## config.mk

```make
export PLATFORM = sky130hd
export DESIGN_NAME = sld_top
export DESIGN_NICKNAME = d
export VERILOG_FILES = /design/src/sld_sync.v /design/src/sld_top.v
export VERILOG_INCLUDE_DIRS = /design/src /design/src/pkg
export SDC_FILE = /design/constraint.sdc
export NUM_CORES = 1
export LEC_CHECK = 0
export BUFFER_PORTS_ARGS = -buffer_cell sky130_fd_sc_hd__buf_4
export CELL_PAD_IN_SITES_DETAIL_PLACEMENT = 1
export CELL_PAD_IN_SITES_GLOBAL_PLACEMENT = 1
export CORE_MARGIN = 3
export CORE_UTILIZATION = 45
export CTS_BUF_LIST = sky130_fd_sc_hd__clkbuf_4
export CTS_CLUSTER_SIZE = 8
export DETAILED_ROUTE_END_ITERATION = 10
export GPL_TIMING_DRIVEN = 0
export PLACE_DENSITY_LB_ADDON = 0.1
export SYNTH_ARGS = -nofsm -noshare
export SYNTH_HDL_FRONTEND = slang
export SYNTH_HIERARCHICAL = 1
export SYNTH_SLANG_ARGS = --single-unit
```

## constraint.sdc

```tcl
create_clock -name CLOCK -period 4.4 [get_ports CLOCK]
set_input_delay 0.66 -clock CLOCK [delete_from_list [all_inputs] [get_ports CLOCK]]
set_output_delay 0.66 -clock CLOCK [all_outputs]
set_load 0.01 [all_outputs]
```

## src/pkg/sld_defines.vh

```
`ifndef SLD_DEFINES_VH
`define SLD_DEFINES_VH

// ********************************************************
// frame layout
// ********************************************************
`define SLD_SEG_COUNT      32
`define SLD_SEG_MAX        33
`define SLD_CNT_W          6
`define SLD_CNT_IDLE       6'h00
`define SLD_CNT_START      6'h01
`define SLD_CNT_DATA_LAST  6'h22
`define SLD_CNT_LOAD       6'h24

// ********************************************************
// state codes, one-hot
// ********************************************************
`define SLD_ST_W           3
`define SLD_ST_IDLE        3'h1
`define SLD_ST_COUNT       3'h2
`define SLD_ST_CLEAR       3'h4

// ********************************************************
// timing
// ********************************************************
`define SLD_CLOCK_HZ       20000000
`define SLD_BP_FREQ_HZ     75
`define SLD_BP_HALF_CYCLES (`SLD_CLOCK_HZ / (2 * `SLD_BP_FREQ_HZ))
`define SLD_BP_DIV_W       18

// ********************************************************
// reset values
// ********************************************************
`define SLD_LATCH_RST      33'h000000000
`define SLD_SHIFT_RST      33'h000000000

`endif

```

## src/sld_sync.v

```verilog
`timescale 1ns/1ps

// ********************************************************
// two-stage synchroniser for pin inputs
// ********************************************************
module sld_sync #(
  parameter W = 1
) (
  input  wire         clk,
  input  wire         rst_n,
  input  wire [W-1:0] d,
  output reg  [W-1:0] q
);

  reg [W-1:0] meta_q;

  // first stage feeds only the second stage
  always @(posedge clk) begin
    if (!rst_n) begin
      meta_q <= {W{1'b0}};
      q      <= {W{1'b0}};
    end else begin
      meta_q <= d;
      q      <= meta_q;
    end
  end

endmodule // sld_sync

```

## src/sld_top.v

```verilog
`timescale 1ns/1ps
`include "sld_defines.vh"


module sld_top #(
  parameter HAS_DATA_ENABLE = 1,
  parameter BP_HALF_CYCLES  = `SLD_BP_HALF_CYCLES
) (
  input  wire                    CLOCK,
  input  wire                    RSTN,
  input  wire                    SHIFT_CLK,
  input  wire                    SER_DATA,
  input  wire                    DATA_ENABLE,
  input  wire                    BACKPLANE_CLOCK_IN,
  input  wire                    RC_OSCILLATOR_INPUT,
  output reg  [`SLD_SEG_MAX-1:0] SEG_OUT,
  output reg                     BP_OUT
);

  // ********************************************************
  // pin synchronisers
  // ********************************************************
  wire [4:0] pins_s;

  sld_sync #(
    .W (5)
  ) u_sync (
    .clk   (CLOCK),
    .rst_n (RSTN),
    .d     ({RC_OSCILLATOR_INPUT, BACKPLANE_CLOCK_IN, DATA_ENABLE, SER_DATA, SHIFT_CLK}),
    .q     (pins_s)
  );

  wire sclk_s   = pins_s[0];
  wire data_s   = pins_s[1];
  wire den_s    = pins_s[2];
  wire bp_ext_s = pins_s[3];
  wire osc_s    = pins_s[4];

  // ********************************************************
  // shift clock edge detection
  // ********************************************************
  reg sclk_prev_q;

  always @(posedge CLOCK) begin
    if (!RSTN) begin
      sclk_prev_q <= 1'b0;
    end else begin
      sclk_prev_q <= sclk_s;
    end
  end

  // clock and data, plus the enable pin when fitted, are watched; no load strobe exists
  wire sclk_rise = sclk_s & ~sclk_prev_q;
  wire sclk_fall = ~sclk_s & sclk_prev_q;

  // without the enable pin every clock counts
  wire enabled   = (HAS_DATA_ENABLE == 0) | den_s;
  wire adv       = sclk_rise & enabled;

  // ********************************************************
  // frame sequencer
  // ********************************************************
  localparam [`SLD_ST_W-1:0] ST_IDLE  = `SLD_ST_IDLE;
  localparam [`SLD_ST_W-1:0] ST_COUNT = `SLD_ST_COUNT;
  localparam [`SLD_ST_W-1:0] ST_CLEAR = `SLD_ST_CLEAR;

  // ********************************************************
  // frame position decoding
  // ********************************************************
  // clocks 2..34 carry bits; the enable variant drops the 34th later
  function is_data_clock;
    input [`SLD_CNT_W-1:0] c;
    begin
      is_data_clock = (c < `SLD_CNT_DATA_LAST);
    end
  endfunction

  // count before the increment, so one less than the load clock
  function is_load_clock;
    input [`SLD_CNT_W-1:0] c;
    begin
      is_load_clock = (c == (`SLD_CNT_LOAD - 6'h01));
    end
  endfunction

  reg [`SLD_ST_W-1:0]  state_q;
  reg [`SLD_ST_W-1:0]  state_d;
  reg [`SLD_CNT_W-1:0] cnt_q;
  reg [`SLD_CNT_W-1:0] cnt_d;
  reg [`SLD_SEG_MAX-1:0] shift_q;
  reg [`SLD_SEG_MAX-1:0] shift_d;
  reg [`SLD_SEG_MAX-1:0] latch_q;
  reg [`SLD_SEG_MAX-1:0] latch_d;

  always @* begin
    state_d = state_q;
    cnt_d   = cnt_q;
    shift_d = shift_q;
    latch_d = latch_q;
    case (state_q)
      ST_IDLE: begin
        // a one while idle is the start bit
        if (adv && data_s) begin
          state_d = ST_COUNT;
          cnt_d   = `SLD_CNT_START;
        end
      end
      ST_COUNT: begin
        if (adv) begin
          cnt_d = cnt_q + 6'h01;
          // bit 1 ends in the lowest stage after all shifts
          if (is_data_clock(cnt_q)) begin
            shift_d = {data_s, shift_q[`SLD_SEG_MAX-1:1]};
          end
          if (is_load_clock(cnt_q)) begin
            // load on the high phase of the 36th clock
            latch_d = shift_q;
            if (HAS_DATA_ENABLE != 0) begin
              latch_d[`SLD_SEG_MAX-1] = 1'b0;
            end
            state_d = ST_CLEAR;
          end
        end
        // short frames simply wait; no load, no clear
      end
      ST_CLEAR: begin
        // clear on the low phase; counter re-arms so a start bit
        // on the very next rise is still taken
        if (sclk_fall) begin
          shift_d = `SLD_SHIFT_RST;
          cnt_d   = `SLD_CNT_IDLE;
          state_d = ST_IDLE;
        end
      end
      default: begin
        state_d = ST_IDLE;
        cnt_d   = `SLD_CNT_IDLE;
      end
    endcase
  end

  always @(posedge CLOCK) begin
    if (!RSTN) begin
      state_q <= ST_IDLE;
      cnt_q   <= `SLD_CNT_IDLE;
      shift_q <= `SLD_SHIFT_RST;
      latch_q <= `SLD_LATCH_RST;
    end else begin
      state_q <= state_d;
      cnt_q   <= cnt_d;
      shift_q <= shift_d;
      // latches move only on a completed frame
      latch_q <= latch_d;
    end
  end

  // ********************************************************
  // backplane source
  // ********************************************************
  // rc input high runs the internal divider; tied low selects
  // the external clock, whose duty must be kept by the source
  reg [`SLD_BP_DIV_W-1:0] div_q;
  reg                     bp_int_q;

  always @(posedge CLOCK) begin
    if (!RSTN) begin
      div_q    <= {`SLD_BP_DIV_W{1'b0}};
      bp_int_q <= 1'b0;
    end else if (!osc_s) begin
      div_q    <= {`SLD_BP_DIV_W{1'b0}};
    end else if (div_q == BP_HALF_CYCLES[`SLD_BP_DIV_W-1:0] - 18'h00001) begin
      div_q    <= {`SLD_BP_DIV_W{1'b0}};
      bp_int_q <= ~bp_int_q;
    end else begin
      div_q    <= div_q + 18'h00001;
    end
  end

  wire bp_src = osc_s ? bp_int_q : bp_ext_s;

  // ********************************************************
  // static segment drive
  // ********************************************************
  always @(posedge CLOCK) begin
    if (!RSTN) begin
      BP_OUT <= 1'b0;
    end else begin
      BP_OUT <= bp_src;
    end
  end

  genvar i;
  generate
    for (i = 0; i < `SLD_SEG_MAX; i = i + 1) begin : g_seg
      // one latch bit per pin, no multiplexing
      always @(posedge CLOCK) begin
        if (!RSTN) begin
          SEG_OUT[i] <= 1'b0;
        end else begin
          SEG_OUT[i] <= bp_src ^ latch_q[i];
        end
      end
    end
  endgenerate

endmodule // sld_top

```

==> results_dict.tcl, run 1 <==
set metrics [dict create \
    track_usage 0.188 \
    powerDensity_nw_per_um2 362 \
    tightest_slew_ns 0.828 \
    max_freq_mhz 462 \
    busiest_layer "met2" \
    synth_area_leaders "dfxtp_1 52%, mux2i_1 13%, xor2_1 6.5%, nor2_1 5.9%, nand2_1 5.3%" \
    critPathKind "reg -> reg" \
    cts_resized 0 \
    gp_congestion 0.764 \
    power.net_switching_mw 0.486 \
    nFillCells 1301 \
    ys_ff_latch 137 \
    ys.warnings.count 6 \
    post-route-period-util 0.491 \
    finalMaxSlewViolations 0 \
    slowest_stage "nor4b_1" \
    fin_crit_ns 2.16 \
    synth_edf_count 0 \
    grt_overflow 0 \
    cts.sinks 137 \
    start_util 0.473 \
    drt-wirelength-per-cell_um 14.9 \
    grt_pass1_vias 4005 \
    cp-end-kind "flop" \
    grt_first_pass_wirelength_mm 19.4 \
    worstPathMaxFanout 10 \
    p_clk_frac 0.391 \
    drc 0 \
    clk_pin_slew_ns 0.11 \
    hold_ws_ns 0.317 \
    use_met3 0.0449 \
    max_stage_delay_ns 0.44 \
    clockRootBuffer "clkbuf_4" \
    insertion_delay_ns 0.54 \
    seq_power_share 0.576 \
    layout-drive-gt1-share 0.151 \
    hold_buffers 0 \
    async_flop_share 0 \
    drt_pre_antenna_iters 5 \
    final_core_util 0.542 \
    cp.arrival_ns 2.58 \
    sw_frac_of_total 0.223 \
    diodes 0 \
    required_ns 4.82 \
    grtUsageMet1 0.230 \
    cpLargestDelayFamily "simple AND/OR/NAND/NOR gates" \
    outcome "finished, final reports clean" \
    cts_tree "built" \
    seq_area_um2 2740 \
    synth_fp_nets 546 \
    tns_ns 0 \
    place_area_um2 5740 \
    antenna_found_initial 0 \
    worstHoldPathType "in -> reg" \
    vdd_drop_max_mv 0.206 \
    row_count 38 \
    drv_cap 0 \
    post-cts-setup-buffers 0 \
    comb_power_share 0.033 \
    drtIter0Drc 165 \
    setup_violations 0 \
    p_leak_nw 2.44 \
    rsz0062_at_grt "no" \
    areaGrowthSynthToFinish_pct 14.6 \
    synth-seq-area-share 0.521 \
    ant_nets 0 \
    synth_top_area_frac 0.521 \
    skew_ns 0.0172 \
    grt_max_degree 17 \
    via_count 3854 \
    grt_use_met2 0.315 \
    relSlewSlack 0.432 \
    crit_chain "ha_1, nor4b_1, nand4_2, buf_2, mux2i_1, nor2_1" \
    hold_violations 0 \
    numCtsBuffers 17 \
    start_kind "flop" \
    core_um2 11100 \
    fp.dieArea_um2 13000 \
    syn_area_um2 5260 \
    syn_avg_cell_area_um2 9.82 \
    cts.path.max_buffers 2 \
    ioPinCount 41 \
    viasPerCell 5.15 \
    numPortBuffers 40 \
    path_buf_inv 1 \
    synth_flop_cell "dfxtp_1" \
    post-dp-hpwl_mm 7.93 \
    nets 605 \
    fin_area_um2 6030 \
    intPower_mw 1.70 \
    wirelength_mm 11.2 \
    synth_cells 536 \
    dieHeight_um 114 \
    htreeDepth 4 \
    fp.dieW_um 114 \
    yosysMostFrequentCell "dfxtp_1" \
    synth_top_cells_by_count "137 x dfxtp_1, 83 x nor2_1, 75 x nand2_1" \
    multi_input_area_um2 2350 \
    ys_types 50 \
    synth_top_cell_by_area "dfxtp_1" \
]
## per-stage QoR
| stage | instances | power [mW] | worst slack [ns] |
|---|---|---|---|
| after global placement | 716 | 1.36 | 1.98 |
| after global routing | 748 | 2.27 | 2.01 |
| after detailed placement | 716 | 1.36 | 1.85 |
| after CTS | 748 | 2.21 | 2.23 |
| after floorplan | 536 | 1.33 | 2.64 |
| final | 748 | 2.18 | 2.24 |
## worst register-to-register path, stage by stage (launching register included)
cell,delay (ns)
dfxtp_1,0.40
ha_1,0.26
nor4b_1,0.44
nand4_2,0.34
buf_2,0.34
mux2i_1,0.22
nor2_1,0.06
## final timing paths
kind / end / from / cells past startpoint / slack [ns]
max: latch_q[18] / cnt_q[0] / 6 / 2.24
min: u_sync/meta_q[4] / RC_OSCILLATOR_INPUT / 2 / 0.32
max reg2reg: latch_q[18] / cnt_q[0] / 6 / 2.24
min reg2reg: u_sync/q[3] / u_sync/meta_q[3] / 1 / 0.44
## layout make-up
cell class,instances,share of cell area
Timing Repair Buffer,40,0.0498
Clock inverter,10,0.0210
Tap cell,140,0.0290
Multi-Input combinational cell,364,0.390
Inverter,5,0.00311
Buffer,30,0.0251
Clock buffer,22,0.0274
Sequential cell,137,0.455
## power groups by stage
stage                     Clock [mW]  Combinational, mW  Sequential (mW)
after floorplan                    0             0.0377             1.29
after global placement             0             0.0731             1.28
after detailed placement           0             0.0753             1.29
after CTS                      0.877             0.0756             1.26
after global routing           0.933             0.0826             1.26
final                          0.852             0.0731             1.26
## state kept, by name (all words and copies together), names as in the netlist
name           flops
bp_int_q           1
sclk_prev_q        1
state_q            3
shift_q           33
cnt_q              6
latch_q           32
div_q             18
u_sync/meta_q      5
SEG_OUT           33
u_sync/q           5
## kinds of logic after synthesis
group / after synthesis / synth area share
compound gates: 36 / 0.0532
xor+xnor: 43 / 0.0715
fa+ha+maj: 3 / 0.00713
buf+inv: 35 / 0.0323
flops: 137 / 0.521
mux: 66 / 0.126
simple gates: 216 / 0.189
## layout by cell type, fill, tap and decap left out, drive strengths merged, types with 4 or more instances in the layout
master  netlist  final
mux2i        66     66
buf          13     53
a31oi         5      5
o21ai         4      4
xor2         39     39
a21oi         7      7
o31ai         4      4
nand3         8      8
inv           5      5
or3           4      4
dfxtp       137    137
xnor2         4      4
nand2        75     75
clkbuf       17     39
nor2         84     84
nand4        11     11
and2         11     11
clkinv        0      5
## layer usage
metal  vias up  wire length, µm
met2        40             5560
met3        18              265
met4         0              216
li1       1933                -
met5         -                0
met1      1863             5120
No activity file was read; power rests on OpenSTA's default activity.
==> inputs of run 2 (changes only) <==
ABC_AREA = 1   (was unset)
clock period = 2.1 ns   (was 4.4 ns; I/O delays follow)
==> results_dict.tcl, run 2 <==
set metrics [dict create \
    via_count 5173 \
    layout.cells.non_filler 964 \
    cp-end-kind "flop" \
    drtIter0Drc 226 \
    ys_types 26 \
    worst_hold_path.num_cells 3 \
    hold_violations 0 \
    syn_area_um2 5520 \
    synth_top_cells_by_count "173 x nand2_1, 137 x dfxtp_1, 111 x a21oi_1" \
    clk_pin_slew_ns 0.12 \
    synth_edf_count 0 \
    async_flop_share 0 \
    syn_avg_cell_area_um2 7.48 \
    outcome "finished, final reports clean" \
    place_area_um2 6000 \
    required_ns 2.58 \
    final_common_cell "nand2_1" \
    hold_buffers 11 \
    ys_ff_latch 137 \
    tightest_slew_ns 0.593 \
    powerDensity_nw_per_um2 821 \
    layout-drive-gt1-share 0.136 \
    synth_flop_cell "dfxtp_1" \
    reg_top3 "SEG_OUT (33), shift_q (33), latch_q (32)" \
    row_count 39 \
    final_core_util 0.546 \
    wirelength_mm 14.6 \
    critPathKind "reg -> reg" \
    antenna_found_initial 0 \
    relSlewSlack 0.605 \
    areaGrowthSynthToFinish_pct 15.8 \
    worstHoldPathType "in -> reg" \
    max_freq_mhz 520 \
    synth-seq-area-share 0.496 \
    gp_congestion 0.847 \
    hold_ws_ns 0.274 \
    cts_tree "built" \
    fin_area_um2 6400 \
    synth_cells 739 \
    cp-endpoint "SEG_OUT[4]" \
    ioPinCount 41 \
    drc 0 \
    grt_overflow 0 \
    start_util 0.472 \
    drt_pre_antenna_iters 4 \
    most-common-layout-cells "173 x nand2_1, 137 x dfxtp_1, 111 x a21oi_1, 80 x nand3_1, 70 x nor2_1" \
    viasPerCell 5.37 \
    cts_resized 0 \
    diodes 0 \
    synth_top_cell_by_area "dfxtp_1" \
    ys.warnings.count 6 \
    dieHeight_um 117 \
    numPortBuffers 39 \
    r2r_slack_ns 0.18 \
    total_power_mw 5.25 \
    yosysMostFrequentCell "nand2_1" \
    clockRootBuffer "clkbuf_4" \
    cp.arrival_ns 2.41 \
    post-dp-hpwl_mm 9.98 \
    fin_crit_ns 1.92 \
    core_um2 11700 \
    cts.sinks 137 \
    crit_start "u_sync/q[4]" \
    post-cts-setup-buffers 0 \
    insertion_delay_ns 0.55 \
    htreeDepth 4 \
    r2r-end "SEG_OUT[4]" \
    start_kind "flop" \
    grt_pass1_vias 5293 \
    synth_top_area_frac 0.496 \
    fp.dieW_um 117 \
    p_leak_nw 2.49 \
    rr_startpoint "u_sync/q[4]" \
    numCtsBuffers 17 \
    post-route-period-util 0.917 \
    setup_violations 0 \
    nets 818 \
    cts.path.max_buffers 2 \
    dp_slack_ns 0.245 \
    layout_setup_ws_ns 0.175 \
    r2r_cells 5 \
    worstPathMaxFanout 10 \
    synth_fp_nets 749 \
    skew_ns 0.0119 \
    dp_cells 921 \
    rsz0062_at_grt "no" \
    ant_nets 0 \
    finalMaxSlewViolations 0 \
    vdd_drop_max_mv 0.514 \
    grt_first_pass_wirelength_mm 25.1 \
    tns_ns 0 \
    drv_cap 0 \
    fp.dieArea_um2 13600 \
    grt_max_degree 17 \
    drt-wirelength-per-cell_um 15.2 \
    synth_area_leaders "dfxtp_1 50%, nand2_1 12%, a21oi_1 10%, nand3_1 7.2%, nor2_1 4.8%" \
    track_usage 0.229 \
]
==> run 2: where the power goes <==
group	internal, mW	leakage (nW)	switching (mW)
Sequential	2.70	1.11	0.0814
Combinational	0.233	1.23	0.436
Clock	0.821	0.149	0.980
Total	3.75	2.49	1.50
==> run 2: worst max-delay path, stage by stage, from the launching register on <==
cell and delay [ns]:
dfxtp_1 0.46, nand2_1 0.11, nand2_1 0.39, clkbuf_1 0.52, o21ai_0 0.17, a21oi_1 0.19
==> run 2: area by class of cell <==
type,instances,area [µm²]
clock buffer,18,135
buffer,47,245
clock inverter,14,156
fill,1529,5310
multi-input combinational,508,2360
timing repair buffer,50,403
inverter,47,176
tap,143,179
sequential,137,2740
==> run 2: worst min path at each step <==
stage | startpoint | endpoint | slack, ns
2_1_floorplan | u_sync/meta_q[3] | u_sync/q[3] | 0.39
3_3_place_gp | u_sync/meta_q[2] | u_sync/q[2] | 0.40
3_5_place_dp | u_sync/meta_q[0] | u_sync/q[0] | 0.41
4_1_cts | RSTN | latch_q[4] | 0.25
5_1_grt | RSTN | latch_q[3] | 0.28
6_report | RSTN | latch_q[4] | 0.27
==> run 2: layer usage <==
| layer | vias to the layer above | track usage | part of all wire |
|---|---|---|---|
| met1 | 2503 | 0.289 | 0.46 |
| met4 | 0 | 0.0833 | 0.020 |
| met3 | 30 | 0.0602 | 0.038 |
| li1 | 2546 | - | - |
| met5 | - | 0 | 0 |
| met2 | 94 | 0.379 | 0.48 |
==> run 2: kinds of logic (layout without fill, tap and decap cells) <==
group,count (synthesis),count (layout),share of synthesized area
XOR/XNOR,12,12,0.0190
buffers and inverters,94,176,0.0763
AND/OR/NAND/NOR,345,345,0.267
flip-flops,137,137,0.496
adder cells (fa/ha/maj),3,3,0.00680
AO/OA/AOI/OAI,148,148,0.135
==> inputs of run 3 (changes only) <==
CORE_MARGIN = 2   (was 3)
GPL_TIMING_DRIVEN = unset   (was 0)
PLACE_DENSITY = 0.89   (was unset)
PLACE_DENSITY_LB_ADDON = unset   (was 0.1)
==> results_dict.tcl, run 3 (synthesis results as in run 2) <==
set metrics [dict create \
    outcome "finished, final reports clean" \
    ant_nets 0 \
    finalMaxSlewViolations 0 \
    layout-drive-gt1-share 0.125 \
    grt_overflow 0 \
    drt_pre_antenna_iters 4 \
    hold_violations 0 \
    htreeDepth 4 \
    setup_violations 0 \
    required_ns 2.57 \
    grt_first_pass_wirelength_mm 22.3 \
    gp_congestion 0.835 \
    vdd_drop_max_mv 0.507 \
    areaGrowthSynthToFinish_pct 12.5 \
    p_leak_nw 2.40 \
    viasPerCell 5.29 \
    cts_tree "built" \
    diodes 0 \
    tns_ns 0 \
    post-route-period-util 0.785 \
    via_count 4891 \
    numPortBuffers 40 \
    start_util 0.460 \
    cp.arrival_ns 2.12 \
    grt_pass1_vias 4922 \
    insertion_delay_ns 0.54 \
    final_common_cell "nand2_1" \
    drtIter0Drc 282 \
    dieHeight_um 115 \
    critPathKind "reg -> reg" \
    fp.dieArea_um2 13200 \
    wirelength_mm 12.9 \
    grt_use_met2 0.368 \
    cts.sinks 137 \
    powerDensity_nw_per_um2 827 \
    cp-end-kind "flop" \
    row_count 40 \
    grtUsageMet1 0.250 \
    cts_resized 0 \
    skew_ns 0.00897 \
    most-common-layout-cells "171 x nand2_1, 137 x dfxtp_1, 111 x a21oi_1, 80 x nand3_1, 70 x nor2_1" \
    clk_pin_slew_ns 0.11 \
    relSlewSlack 0.692 \
    core_um2 12000 \
    hold_ws_ns 0.165 \
    reg_top3 "SEG_OUT (33), shift_q (33), latch_q (32)" \
    rsz0062_at_grt "no" \
    numCtsBuffers 17 \
    fp.dieW_um 115 \
    start_kind "flop" \
    drt-wirelength-per-cell_um 14.0 \
    drv_cap 0 \
    final_core_util 0.518 \
    nets 775 \
    worstHoldPathType "in -> reg" \
    nFillCells 1526 \
    clockRootBuffer "clkbuf_4" \
    grt_max_degree 69 \
    ioPinCount 41 \
    drc 0 \
    busiest_layer "met2" \
    cts.path.max_buffers 2 \
    use_met3 0.0506 \
    antenna_found_initial 0 \
    track_usage 0.210 \
    fin_crit_ns 1.65 \
    worstPathMaxFanout 28 \
    max_freq_mhz 606 \
    tightest_slew_ns 0.462 \
    post-dp-hpwl_mm 8.30 \
]
run 3: cell count changes in the layout (fill, tap and decap cells not counted), moves of 2 or more:
cell	delta
dlygate4sd3_1	-6
nand2_1	-2
buf_2	-16
buf_12	+4
buf_6	-3
clkinvlp_4	-3
clkbuf_1	-21
clkbuf_4	+2
nand2_2	+2
run 3: worst paths after layout:
kind | from | endpoint | slack [ns] | depth (start not counted)
worst max-delay path | cnt_q[0] | latch_q[6] | 0.45 | 7
worst min-delay path | RSTN | u_sync/q[4] | 0.16 | 3
worst max register to register | cnt_q[0] | latch_q[6] | 0.45 | 7
worst min register to register | u_sync/meta_q[0] | u_sync/q[0] | 0.43 | 2
run 3: critical path, stage by stage, from the launching register on:
cell	delay, ns
dfxtp_1	0.36
ha_1	0.26
nand2_1	0.11
nor2_2	0.05
nand2_1	0.16
buf_4	0.35
nand2_1	0.13
a21oi_1	0.16
run 3: area by class of cell:
type | instances | area (µm²) | share of cell area
flip-flops and latches | 137 | 2740 | 0.441
multi-input cells | 508 | 2360 | 0.380
repair buffers | 54 | 468 | 0.0753
well taps | 147 | 184 | 0.0296
inverters | 47 | 176 | 0.0284
clock buffers | 20 | 150 | 0.0242
clock inverters | 11 | 130 | 0.0209
run 3: metrics by stage:
stage | cell area [µm²] | worst slack [ns] | std cells | power [mW]
2_1_floorplan | 5520 | 0.741 | 739 | 3.28
3_3_place_gp | 5890 | 0.589 | 888 | 3.39
3_5_place_dp | 5890 | 0.476 | 888 | 3.45
4_1_cts | 6220 | 0.432 | 924 | 5.19
5_1_grt | 6220 | 0.298 | 924 | 5.40
6_report | 6220 | 0.451 | 924 | 5.14
run 3: repair_timing:
action / in CTS / in global routing
setup buffers: 0 / 0
hold endpoints to repair: 5 / 0
hold buffers: 5 / 0
run 3: routing by layer:
metal / share of wire / up-vias
met2: 0.51 / 58
met4: 0.014 / 0
li1: - / 2453
met5: 0 / -
met3: 0.029 / 19
met1: 0.44 / 2361
run 3: report_power, final:
part,internal (mW),leakage (nW),switching (mW)
clock,0.840,0.157,0.900
combinational,0.215,1.14,0.402
sequential,2.70,1.11,0.0810
total,3.75,2.40,1.38
